## src/include/lcr_pkg.sv

```systemverilog
// constants, types and register map of the lockable configuration registers
package lcr_pkg;

  // ===========================================================
  // register offsets (7-bit serial address)
  localparam logic [6:0] HWC1_OFS    = 7'h0e;
  localparam logic [6:0] HWC2_OFS    = 7'h0f;
  localparam logic [6:0] PINF_OFS    = 7'h17;
  localparam logic [6:0] DUTY_OFS    = 7'h18;
  localparam logic [6:0] CP_CTRL_OFS = 7'h04;

  // ===========================================================
  // field positions
  localparam int LOCK0_BIT  = 3;
  localparam int LOCK1_BIT  = 0;
  localparam int FREQ_LSB   = 5;
  localparam int PEAK_BIT   = 4;
  localparam int SPREAD_LSB = 2;
  localparam int CHARGE_PUMP_ENABLE_BIT  = 0;
  localparam int PINF_LSB   = 0;

  // ===========================================================
  // reset values
  localparam logic [7:0] HWC2_RST  = 8'h40;
  localparam logic [2:0] PINF_RST  = 3'h0;
  localparam logic [7:0] DUTY_RST  = 8'h00;
  localparam logic       LOCK0_RST = 1'b0;
  localparam logic       CHARGE_PUMP_ENABLE_RST = 1'b0;

  // ===========================================================
  // timing
  localparam int CLK_PERIOD_NS = 40;
  localparam int WAKE_FILT_NS  = 16000;
  localparam int WAKE_FILT_CYC =
    (WAKE_FILT_NS + CLK_PERIOD_NS - 1) / CLK_PERIOD_NS;
  localparam int SPI_FRAME_BITS = 16;
  localparam logic [7:0] DUTY_FULL = 8'hff;
  localparam logic [7:0] PWM_LAST  = 8'hfe;

  // ===========================================================
  // types
  typedef enum logic [2:0] {
    PF_FAIL0   = 3'b000,
    PF_FAIL1   = 3'b001,
    PF_FAIL2   = 3'b010,
    PF_TIMER_HS = 3'b011,
    PF_OFF     = 3'b100,
    PF_WAKE    = 3'b101,
    PF_PWM_LS  = 3'b110,
    PF_PWM_HS  = 3'b111
  } lcr_pin_func_e;

  typedef enum logic [1:0] {
    SP_IDLE  = 2'b00,
    SP_SHIFT = 2'b01,
    SP_ERR   = 2'b10
  } lcr_spi_st_e;

  typedef struct packed {
    logic [2:0] switching_freq_sel;
    logic       main_reg_peak_threshold_sel;
    logic [1:0] spread_mod_freq_sel;
  } lcr_hw_cfg_s;

endpackage
```

## src/design/lcr_config_regs.sv

```systemverilog
// lockable configuration registers with serial access and pin control
// Notes on behaviour
// level-1 lock freezes all lockable fields except charge pump and pin select
// level-1 lock engages at chip-select rise ending the frame that set it
// engaged level-1 lock, lock bit included, holds until power-on reset
// soft reset keeps the level-1 lock bit
// host clears level-0 lock before changing charge pump or pin select
// soft reset leaves fields under a set lock unchanged
// switching frequency bits 7:5, 000..011 = 1.8..2.4 MHz, others reserved
// bit 4 selects low or high main regulator peak threshold
// spread spectrum bits 3:2, 00 off, else three modulation rates
// reserved bits read as zero
// pin codes 000-010 fail output, 011 timer high side, 100 off
// pin code 101 is wake input with 16 us static filter
// pin code 110 PWM low side, 111 PWM high side
// wake-configured pin is a default wake source in fail-safe mode
// restart and soft reset value of pin select depends on its setting
// duty 00 off, ff on, else on for value/255 of each period
// new duty applies only after the running PWM period ends
// host writes duty before selecting a PWM pin function
// level-0 lock bit 3 blocks charge pump and pin select changes; restart still drops a timer or PWM pin function to off
// locked writes are dropped silently, unlocked fields still update
`timescale 1ns/10ps
module lcr_config_regs #(
  parameter int PWM_STEP_CYCLES = 392
) (
  input  wire logic                 SYS_CLK,
  input  wire logic                 SYS_RST,
  input  wire logic                 SOFT_RST,
  input  wire logic                 RESTART,
  input  wire logic                 SPI_CS_N,
  input  wire logic                 SPI_SCK,
  input  wire logic                 SPI_SDI,
  output logic                      SPI_SDO,
  output logic                      SPI_SDO_OE,
  input  wire logic                 PIN_IN,
  input  wire logic                 FAIL_REQ,
  input  wire logic                 TIMER_ON,
  input  wire logic                 FAIL_SAFE,
  input  wire logic                 WAKE_ENABLE,
  output lcr_pkg::lcr_hw_cfg_s      HW_CFG,
  output logic                      CHARGE_PUMP_ENABLE,
  output logic [2:0]                PIN_FUNC,
  output logic                      LOCK0_SET,
  output logic                      LOCK1_ACTIVE,
  output logic                      PIN_HS_ON,
  output logic                      PIN_LS_ON,
  output logic                      WAKE_LEVEL,
  output logic                      WAKE_EVENT
);
  // ===========================================================
  // input synchronisers
  logic [1:0] cs_sync, sck_sync, sdi_sync, pin_sync;
  logic       cs_prev, sck_prev;
  always_ff @(posedge SYS_CLK) begin
    if (SYS_RST) begin
      cs_sync  <= 2'h3;
      sck_sync <= 2'h0;
      sdi_sync <= 2'h0;
      pin_sync <= 2'h0;
      cs_prev  <= 1'b1;
      sck_prev <= 1'b0;
    end else begin
      cs_sync  <= {cs_sync[0], SPI_CS_N};
      sck_sync <= {sck_sync[0], SPI_SCK};
      sdi_sync <= {sdi_sync[0], SPI_SDI};
      pin_sync <= {pin_sync[0], PIN_IN};
      cs_prev  <= cs_sync[1];
      sck_prev <= sck_sync[1];
    end
  end
  logic cs_fall, cs_rise, sck_rise, sck_fall;
  assign cs_fall  = cs_prev & ~cs_sync[1];
  assign cs_rise  = ~cs_prev & cs_sync[1];
  assign sck_rise = ~cs_sync[1] & ~sck_prev & sck_sync[1];
  assign sck_fall = ~cs_sync[1] & sck_prev & ~sck_sync[1];
  // ===========================================================
  // register state
  logic [2:0] freq, next_freq;
  logic       peak, next_peak;
  logic [1:0] spread, next_spread;
  logic       lock1_bit, next_lock1_bit;
  logic       lock1_act, next_lock1_act;
  logic       lock0, next_lock0;
  logic       charge_pump_enable, next_charge_pump_enable;
  logic [2:0] pin_func, next_pin_func;
  logic [7:0] duty, next_duty;
  // read view of a register, reserved bits zero
  function automatic logic [7:0] reg_read(input logic [6:0] a);
    logic [7:0] d;
    d = 8'h00;
    case (a)
      lcr_pkg::HWC1_OFS:    d[lcr_pkg::LOCK0_BIT] = lock0;
      lcr_pkg::HWC2_OFS: begin
        d[lcr_pkg::FREQ_LSB +: 3]   = freq;
        d[lcr_pkg::PEAK_BIT]        = peak;
        d[lcr_pkg::SPREAD_LSB +: 2] = spread;
        d[lcr_pkg::LOCK1_BIT]       = lock1_bit;
      end
      lcr_pkg::CP_CTRL_OFS: d[lcr_pkg::CHARGE_PUMP_ENABLE_BIT] = charge_pump_enable;
      lcr_pkg::PINF_OFS:    d[lcr_pkg::PINF_LSB +: 3] = pin_func;
      lcr_pkg::DUTY_OFS:    d = duty;
      default:              d = 8'h00;
    endcase
    return d;
  endfunction
  // ===========================================================
  // serial frame: lsb first, addr[6:0], write flag, data[7:0]
  lcr_pkg::lcr_spi_st_e spi_st, next_spi_st;
  logic [4:0]  bit_cnt, next_bit_cnt;
  logic [15:0] rx, next_rx;
  logic [7:0]  tx, next_tx;
  logic        sdo_oe, next_sdo_oe;
  logic        commit;
  assign commit = cs_rise && spi_st == lcr_pkg::SP_SHIFT &&
                  bit_cnt == 5'(lcr_pkg::SPI_FRAME_BITS) && rx[7];
  always_comb begin
    next_spi_st  = spi_st;
    next_bit_cnt = bit_cnt;
    next_rx      = rx;
    next_tx      = tx;
    next_sdo_oe  = ~cs_sync[1];
    if (cs_fall) begin
      next_spi_st  = lcr_pkg::SP_SHIFT;
      next_bit_cnt = 5'h00;
      next_tx      = 8'h00;
    end else if (cs_rise) begin
      next_spi_st = lcr_pkg::SP_IDLE;
    end else if (sck_rise && spi_st == lcr_pkg::SP_SHIFT) begin
      next_rx      = {sdi_sync[1], rx[15:1]};
      next_bit_cnt = bit_cnt + 5'h01;
      if (bit_cnt == 5'(lcr_pkg::SPI_FRAME_BITS)) begin
        next_spi_st = lcr_pkg::SP_ERR;
      end
      if (bit_cnt == 5'h07) begin
        next_tx = reg_read(next_rx[14:8]);
      end
    end else if (sck_fall && bit_cnt > 5'h08) begin
      next_tx = {1'b0, tx[7:1]};
    end
  end
  always_ff @(posedge SYS_CLK) begin
    if (SYS_RST) begin
      spi_st  <= lcr_pkg::SP_IDLE;
      bit_cnt <= 5'h00;
      rx      <= 16'h0000;
      tx      <= 8'h00;
      sdo_oe  <= 1'b0;
    end else begin
      spi_st  <= next_spi_st;
      bit_cnt <= next_bit_cnt;
      rx      <= next_rx;
      tx      <= next_tx;
      sdo_oe  <= next_sdo_oe;
    end
  end
  assign SPI_SDO    = tx[0];
  assign SPI_SDO_OE = sdo_oe;
  // ===========================================================
  // register update, soft reset and restart
  logic [6:0] wr_addr;
  logic [7:0] wr_data;
  assign wr_addr = rx[6:0];
  assign wr_data = rx[15:8];
  always_comb begin
    next_freq      = freq;
    next_peak      = peak;
    next_spread    = spread;
    next_lock1_bit = lock1_bit;
    next_lock1_act = lock1_act;
    next_lock0     = lock0;
    next_charge_pump_enable     = charge_pump_enable;
    next_pin_func  = pin_func;
    next_duty      = duty;
    if (SOFT_RST) begin
      if (!lock1_bit) begin
        next_freq   = lcr_pkg::HWC2_RST[lcr_pkg::FREQ_LSB +: 3];
        next_peak   = lcr_pkg::HWC2_RST[lcr_pkg::PEAK_BIT];
        next_spread = lcr_pkg::HWC2_RST[lcr_pkg::SPREAD_LSB +: 2];
      end
      // lock1 bit and engaged lock stay untouched
      if (!lock0) begin
        next_charge_pump_enable    = lcr_pkg::CHARGE_PUMP_ENABLE_RST;
        next_pin_func = lcr_pkg::PINF_RST;
      end
      next_lock0 = lcr_pkg::LOCK0_RST;
      next_duty  = lcr_pkg::DUTY_RST;
    end else if (RESTART) begin
      // switch functions drop to off, others keep their setting
      if (pin_func == lcr_pkg::PF_TIMER_HS ||
          pin_func == lcr_pkg::PF_PWM_LS ||
          pin_func == lcr_pkg::PF_PWM_HS) begin
        next_pin_func = lcr_pkg::PF_OFF;
      end
    end else if (commit) begin
      case (wr_addr)
        lcr_pkg::HWC1_OFS: next_lock0 = wr_data[lcr_pkg::LOCK0_BIT];
        lcr_pkg::HWC2_OFS: begin
          if (!lock1_act) begin
            next_freq      = wr_data[lcr_pkg::FREQ_LSB +: 3];
            next_peak      = wr_data[lcr_pkg::PEAK_BIT];
            next_spread    = wr_data[lcr_pkg::SPREAD_LSB +: 2];
            next_lock1_bit = wr_data[lcr_pkg::LOCK1_BIT];
          end
        end
        lcr_pkg::CP_CTRL_OFS: begin
          if (!lock0) begin
            next_charge_pump_enable = wr_data[lcr_pkg::CHARGE_PUMP_ENABLE_BIT];
          end
        end
        lcr_pkg::PINF_OFS: begin
          if (!lock0) begin
            next_pin_func = wr_data[lcr_pkg::PINF_LSB +: 3];
          end
        end
        lcr_pkg::DUTY_OFS: next_duty = wr_data;
        default: next_duty = duty;
      endcase
    end
    if (cs_rise && !SOFT_RST && !RESTART) begin
      next_lock1_act = lock1_act | next_lock1_bit;
    end
  end
  always_ff @(posedge SYS_CLK) begin
    if (SYS_RST) begin
      freq      <= lcr_pkg::HWC2_RST[lcr_pkg::FREQ_LSB +: 3];
      peak      <= lcr_pkg::HWC2_RST[lcr_pkg::PEAK_BIT];
      spread    <= lcr_pkg::HWC2_RST[lcr_pkg::SPREAD_LSB +: 2];
      lock1_bit <= lcr_pkg::HWC2_RST[lcr_pkg::LOCK1_BIT];
      lock1_act <= 1'b0;
      lock0     <= lcr_pkg::LOCK0_RST;
      charge_pump_enable     <= lcr_pkg::CHARGE_PUMP_ENABLE_RST;
      pin_func  <= lcr_pkg::PINF_RST;
      duty      <= lcr_pkg::DUTY_RST;
    end else begin
      freq      <= next_freq;
      peak      <= next_peak;
      spread    <= next_spread;
      lock1_bit <= next_lock1_bit;
      lock1_act <= next_lock1_act;
      lock0     <= next_lock0;
      charge_pump_enable     <= next_charge_pump_enable;
      pin_func  <= next_pin_func;
      duty      <= next_duty;
    end
  end
  assign HW_CFG.switching_freq_sel          = freq;
  assign HW_CFG.main_reg_peak_threshold_sel = peak;
  assign HW_CFG.spread_mod_freq_sel         = spread;
  assign CHARGE_PUMP_ENABLE                 = charge_pump_enable;
  assign PIN_FUNC                           = pin_func;
  assign LOCK0_SET                          = lock0;
  assign LOCK1_ACTIVE                       = lock1_act;
  // ===========================================================
  // pwm: 255 steps per period, duty taken at period end
  logic [15:0] step_div, next_step_div;
  logic [7:0]  pwm_cnt, next_pwm_cnt;
  logic [7:0]  duty_act, next_duty_act;
  logic        step;
  logic        pwm_on;
  assign step = step_div == 16'(PWM_STEP_CYCLES - 1);
  always_comb begin
    next_step_div = step ? 16'h0000 : step_div + 16'h0001;
    next_pwm_cnt  = pwm_cnt;
    next_duty_act = duty_act;
    if (step) begin
      if (pwm_cnt == lcr_pkg::PWM_LAST) begin
        next_pwm_cnt  = 8'h00;
        next_duty_act = duty;
      end else begin
        next_pwm_cnt = pwm_cnt + 8'h01;
      end
    end
  end
  always_ff @(posedge SYS_CLK) begin
    if (SYS_RST) begin
      step_div <= 16'h0000;
      pwm_cnt  <= 8'h00;
      duty_act <= lcr_pkg::DUTY_RST;
    end else begin
      step_div <= next_step_div;
      pwm_cnt  <= next_pwm_cnt;
      duty_act <= next_duty_act;
    end
  end
  assign pwm_on = (duty_act == lcr_pkg::DUTY_FULL) ||
                  (pwm_cnt < duty_act);
  // ===========================================================
  // wake filter and pin drive
  logic [8:0] filt_cnt, next_filt_cnt;
  logic       wake_lvl, next_wake_lvl;
  logic       wake_evt, next_wake_evt;
  logic       hs_on, next_hs_on;
  logic       ls_on, next_ls_on;
  always_comb begin
    next_filt_cnt = 9'h000;
    next_wake_lvl = wake_lvl;
    next_wake_evt = 1'b0;
    if (pin_sync[1] != wake_lvl) begin
      if (filt_cnt == 9'(lcr_pkg::WAKE_FILT_CYC - 1)) begin
        next_wake_lvl = pin_sync[1];
        next_wake_evt = (pin_func == lcr_pkg::PF_WAKE) &&
                        (WAKE_ENABLE || FAIL_SAFE);
      end else begin
        next_filt_cnt = filt_cnt + 9'h001;
      end
    end
    next_hs_on = 1'b0;
    next_ls_on = 1'b0;
    case (pin_func)
      lcr_pkg::PF_FAIL0,
      lcr_pkg::PF_FAIL1,
      lcr_pkg::PF_FAIL2:   next_ls_on = FAIL_REQ;
      lcr_pkg::PF_TIMER_HS: next_hs_on = TIMER_ON;
      lcr_pkg::PF_PWM_LS:  next_ls_on = pwm_on;
      lcr_pkg::PF_PWM_HS:  next_hs_on = pwm_on;
      default:             next_hs_on = 1'b0;
    endcase
  end
  always_ff @(posedge SYS_CLK) begin
    if (SYS_RST) begin
      filt_cnt <= 9'h000;
      wake_lvl <= 1'b0;
      wake_evt <= 1'b0;
      hs_on    <= 1'b0;
      ls_on    <= 1'b0;
    end else begin
      filt_cnt <= next_filt_cnt;
      wake_lvl <= next_wake_lvl;
      wake_evt <= next_wake_evt;
      hs_on    <= next_hs_on;
      ls_on    <= next_ls_on;
    end
  end
  assign WAKE_LEVEL = wake_lvl;
  assign WAKE_EVENT = wake_evt;
  assign PIN_HS_ON  = hs_on;
  assign PIN_LS_ON  = ls_on;
endmodule // lcr_config_regs

```

## config.mk

```make
export PLATFORM = sky130hd
export DESIGN_NAME = lcr_config_regs
export DESIGN_NICKNAME = d
export VERILOG_FILES = /design/src/include/lcr_pkg.sv /design/src/design/lcr_config_regs.sv
export SDC_FILE = /design/constraint.sdc
export NUM_CORES = 1
export LEC_CHECK = 0
export ABC_AREA = 1
export BUFFER_PORTS_ARGS = -buffer_cell sky130_fd_sc_hd__buf_2
export CAP_MARGIN = 20
export CORE_ASPECT_RATIO = 0.5
export CORE_MARGIN = 1
export CORE_UTILIZATION = 65
export DETAILED_ROUTE_END_ITERATION = 10
export PLACE_DENSITY = 0.84
export SYNTH_ARGS = -nofsm -noshare
export SYNTH_HDL_FRONTEND = slang
export SYNTH_SLANG_ARGS = --single-unit
```

## constraint.sdc

```tcl
create_clock -name SYS_CLK -period 2.7 [get_ports SYS_CLK]
set_input_delay 0.54 -clock SYS_CLK [delete_from_list [all_inputs] [get_ports SYS_CLK]]
set_output_delay 0.54 -clock SYS_CLK [all_outputs]
set_load 0.05 [all_outputs]
```

# --- Word level (Yosys, flattened, before mapping) ---
# Cells that the tools add are included.
word_totals:
  regBits: 108
  latchBits: 0
  ram_bits: 0
  mem_bits_ro: 0
  in_bits: 12
  output_inout_bits: 18
  word_cells: 176
  n_memories: 0
op_classes:
  addsub: 4
  n_mul: 0
  div: 0
  order_cmp: 2
  eq_ne: 31
  shifts: 0
  muxes: 51
  bitwise_logic: 17
  reduce_logical: 42
op_table:
  columns: ["op", "n"]
  rows:
  - ["two-way mux 3 bit", 13]
  - ["two-way mux 8 bit", 4]
  - ["equality test 7 x 4 -> 1 bit (second input constant)", 4]
  - ["equality test 7 x 5 -> 1 bit (second input constant)", 4]
  - ["two-way mux 1 bit", 21]
  - ["adder 16 x 1 -> 16 bit (second input constant)", 1]
  - ["equality test 16 x 9 -> 1 bit (second input constant)", 1]
  - ["equality test 8 bit (second input constant)", 2]
  - ["equality test 7 x 3 -> 1 bit (second input constant)", 2]
  - ["two-way mux 2 bit", 6]
  - ["AND reduction 3 bit", 4]
  - ["nonzero test 3 bit", 4]
  - ["OR reduction 3 bit", 4]
  - ["inequality test 2 bit (second input constant)", 5]
  - ["inverter 1 bit", 10]
  - ["AND reduction 2 bit", 5]
  - ["AND reduction 5 bit", 2]
  - ["adder 9 x 1 -> 9 bit (second input constant)", 1]
  - ["equality test 3 bit (second input constant)", 3]
  - ["equality test 9 bit (second input constant)", 1]
  - ["adder 8 x 1 -> 8 bit (second input constant)", 1]
  - ["logical AND 1 bit", 8]
  - ["< comparator 8 bit", 1]
  - ["case mux 4 bit (2 select lines)", 1]
  - ["21 further kinds", 39]

# --- Longest topological paths before layout ---
logic_depth:
  word_depth: 9
  depth_mapped: 12
  depth_no_buf: 12

# --- Worst setup path before layout ---
# Ideal clock, no wire load.
synth_timing:
  kind: "flip-flop to flip-flop"
  startpoint: "register cs_sync[1]"
  endpoint: "register rx[12]"
  setup_ns: 0.128
  t_arrival_ns: 1.366
  t_required_ns: 2.572
  setup_slack_ns: 1.205
  stages_incl_launch_ff: 8
  n_path_buf: 2
  period_less_slack_ns: 1.495
  path_cell_list: "dfxtp_1 inv_1 ha_1 clkbuf_1 nand2_2 buf_2 o21ai_0 a21oi_1"
synth_via:
  elab_chain_len: 5
  word_cells_on_any_way: 9
  cone_classes: "7 x bitwise; 2 x reduce/logical"
synth_rtl:
  columns: ["item", "line_no", "text"]
  rows:
  - ["start: declaration", "lcr_config_regs.sv:53", "logic [1:0] cs_sync, sck_sync, sdi_sync, pin_sync;"]
  - ["start signal: assignment", "lcr_config_regs.sv:64", "cs_sync <= {cs_sync[0], SPI_CS_N};"]
  - ["inverter 1 bit *", null, null]
  - ["net next_sdo_oe", "lcr_config_regs.sv:113", "logic sdo_oe, next_sdo_oe;"]
  - ["AND 1 bit (2 in a row)", "lcr_config_regs.sv:75", "assign sck_rise = ~cs_sync[1] & ~sck_prev & sck_sync[1];"]
  - ["logical AND 1 bit", "lcr_config_regs.sv:129", "end else if (sck_rise && spi_st == lcr_pkg::SP_SHIFT) begin"]
  - ["AND reduction 3 bit (no line) *", null, null]
  - ["end signal: assignment", "lcr_config_regs.sv:152", "rx <= next_rx;"]
  - ["end: declaration", "lcr_config_regs.sv:111", "logic [15:0] rx, next_rx;"]
# The timed path passes the listed nets; every way through them passes the cells marked *.
# A chain may end at the register's enable or synchronous reset.

# --- Worst setup path after layout ---
layout_timing:
  startpoint: "register cs_sync[1]"
  endpoint: "register duty[6]"
layout_via:
  elab_chain_len: 5
layout_rtl:
  columns: ["item", "line_no", "text"]
  rows:
  - ["AND 1 bit", "lcr_config_regs.sv:74", "assign cs_rise = ~cs_prev & cs_sync[1];"]
  - ["logical AND 1 bit (2 in a row)", "lcr_config_regs.sv:115", "assign commit = cs_rise && spi_st == lcr_pkg::SP_SHIFT &&"]
  - ["logical AND 1 bit", "lcr_config_regs.sv:116", "bit_cnt == 5'(lcr_pkg::SPI_FRAME_BITS) && rx[7];"]
  - ["AND reduction 3 bit (no line)", null, null]
  - ["end signal: assignment", "lcr_config_regs.sv:234", "duty <= lcr_pkg::DUTY_RST;"]
  - ["end signal: assignment", "lcr_config_regs.sv:244", "duty <= next_duty;"]
  - ["end: declaration", "lcr_config_regs.sv:87", "logic [7:0] duty, next_duty;"]
# No other way between the ends.

==> out/qor.yml <==
path_clk_slew_ns: 0.07
core.rowCount: 22
routed-via-count: 4540
clock-root-buffer: "clkbuf_16"
max_freq_mhz: 534
area_growth_pct: 9.46
finalCritPeriodShare_pct: 69.3
die_h_um: 64.9
clockBufferDepth: 2
critPathKind: "reg2reg"
grt_pass1_vias: 4083
cts_tree: "done"
period_minus_slack_ns: 1.87
detail-route-antenna-nets: 0
critPathArrivalTime_ns: 2.11
antenna_found_initial: 0
dieArea_um2: 8300
cts_buffers: 9
utilization_pct: 75.2
powerDensity_nw_per_um2: 533
p_leak_nw: 2.35
first_pass_iters: 5
multi_input_area_um2: 2540
dp_slack_ns: 0.745
vdd_drop_max_mv: 0.398
drt-total-wl_um: 10400
layout.nets: 767
synth_top_area_cell: "dfxtp_1"
seq_area_um2: 2160
synth_cell_types: 38
syn_nets: 742
synth_edf_count: 0
fin_setup_tns_ns: 0
hold_buffers: 0
overflow: 0
num_io_pins: 30
slew_viol_final: 0
synth_common_cells: "nand2_1 (131), dfxtp_1 (108), nor2_1 (94)"
clock_skew_ns: 0.00542
synth_cells: 715
avgRoutedWirePerCell_um: 12.2
status: "complete, no violations"
fillerInstances: 605
ys_top_cells_by_area: "dfxtp_1 (42%), nand2_1 (9.6%), nor2_1 (6.9%), nand3_1 (6.6%), inv_1 (6.3%)"
maxCapViolCount: 0
seq_area_frac_synth_pct: 42.0
post-dp-hpwl_um: 7690
final_layout_size_suffix_gt1_share_pct: 10.6
synth_most_common_cell: "nand2_1"
clock-sinks: 108
htreeDepth: 3
grt_max_degree: 29
grtUsageTotal_pct: 27.4
crit_required_ns: 2.94
synth_top_area_share_pct: 42.0
max_slew.worst_pin.slew_ns: 0.864
synth-main-ff-cell: "dfxtp_1"
setup_violations: 0
critPathMaxFanout: 16
grt_setup_unrepaired: "no"
synthArstFlopShare_pct: 0
syn_avg_cell_area_um2: 7.20
io_buffers: 29
hold_violations: 0
ys_ff_latch: 108
cts_setup_buffers: 0
fin_ws_ns: 0.828
initial_core_util_pct: 68.7
drtIter0Drc: 392
hp-class: "in2reg"
place_congestion: 0.836
yosys_warnings: 0
syn_area_um2: 5150
post_cts_resized: 0
die_w_um: 128
diodes: 0
clk_latency_ns: 0.34
routed_via_density: 5.32
coreArea_um2: 7490
worst_setup_path_end_kind: "flop"
slew_headroom_pct: 42.2
detail_route.drc_violations: 0
grt_pass1_wl_um: 18000
cp-start-kind: "flop"
-- critical path, cell delays in order (launching register included) --
cell and delay, ns:
dfxtp_1 0.41, ha_1 0.29, nand3_1 0.15, nor2_4 0.19
nand2_2 0.10, nor2_4 0.27, inv_1 0.09, o21ai_0 0.20
nor2_1 0.05
-- path summary, 6_finish.rpt --
kind                                from                endpoint  slack (ns)  cells after the start
setup / recovery   cs_sync[1]$_SDFF_PP1_    duty[6]$_SDFFE_PP0P_        0.83                      8
hold / removal                  SPI_CS_N   cs_sync[0]$_SDFF_PP1_        0.38                      2
setup reg to reg   cs_sync[1]$_SDFF_PP1_    duty[6]$_SDFFE_PP0P_        0.83                      8
hold reg to reg   sck_sync[0]$_SDFF_PP0_  sck_sync[1]$_SDFF_PP0_        0.40                      2
-- final cells by class --
type	count	area share, %
well taps	108	2.40
inverters	89	5.93
multi-input cells	499	45.1
clock buffers	9	4.00
flip-flops and latches	108	38.4
repair buffers	33	3.11
clock inverters	7	1.07
-- metrics by stage --
| stage | instances | area, um^2 | hold WS, ns | power, mW |
|---|---|---|---|---|
| after CTS | 853 | 5630 | 0.369 | 3.01 |
| after floorplan | 715 | 5150 | 0.388 | 1.75 |
| after global placement | 837 | 5350 | 0.392 | 1.78 |
| after global routing | 853 | 5630 | 0.365 | 3.10 |
| after detailed placement | 837 | 5350 | 0.393 | 1.78 |
| final | 853 | 5630 | 0.376 | 3.00 |
-- cells by family (layout without fill, tap and decap cells) --
logic type	count (synthesis)	count (layout)	share of synthesized area, %
adders and majority gates	15	15	3.65
buffers and inverters	108	138	8.61
xor gates and xnor gates	6	6	1.02
AOI/OAI and AO/OA	112	112	11.3
and+or+nand+nor	366	366	33.4
DFF	108	108	42.0
-- per-layer routing --
layer,vias to the layer above,wire [um],GRT usage [%]
met5,-,0,0
met4,0,172,9.85
met3,19,367,5.45
met2,86,4950,49.0
met1,2055,4910,33.1
li1,2380,-,-
-- registers in the layout, summed over array words and instances, names as in the netlist, 3 cells and up --
signal and count:
rx 16, step_div 16, filt_cnt 9, duty 8, duty_act 8, pwm_cnt 8
tx 8, bit_cnt 5, PIN_FUNC 3, freq 3
-- cells in the final DEF, fill, tap and decap left out, types with 2 or more instances in the layout --
cell	netlist	layout
nor3_2	2	2
nand3_2	2	2
inv_6	0	3
clkinv_4	0	3
nor4_1	6	6
nor2_2	3	3
nor2_4	4	4
nor3_1	18	18
dfxtp_1	108	108
ha_1	15	15
xor2_1	5	5
nor3_4	2	2
nand2_2	7	7
nand4_1	9	9
o211ai_1	2	2
nor3b_1	5	5
a31oi_1	2	2
clkbuf_16	0	9
nand2_1	131	131
inv_1	87	87
buf_4	2	4
nor2_1	94	94
nand3_1	68	68
a21oi_1	59	59
o21bai_1	2	2
nand3b_1	4	4
a211oi_1	2	2
or2_2	6	6
buf_2	6	29
o21ai_0	44	44
-- power breakdown --
part           switching [mW]  internal [mW]  leakage, nW
Combinational          0.0888         0.0345         1.34
Clock                   0.616          0.641        0.137
Sequential             0.0135           1.61        0.874
No activity file was read; power rests on OpenSTA's default activity.
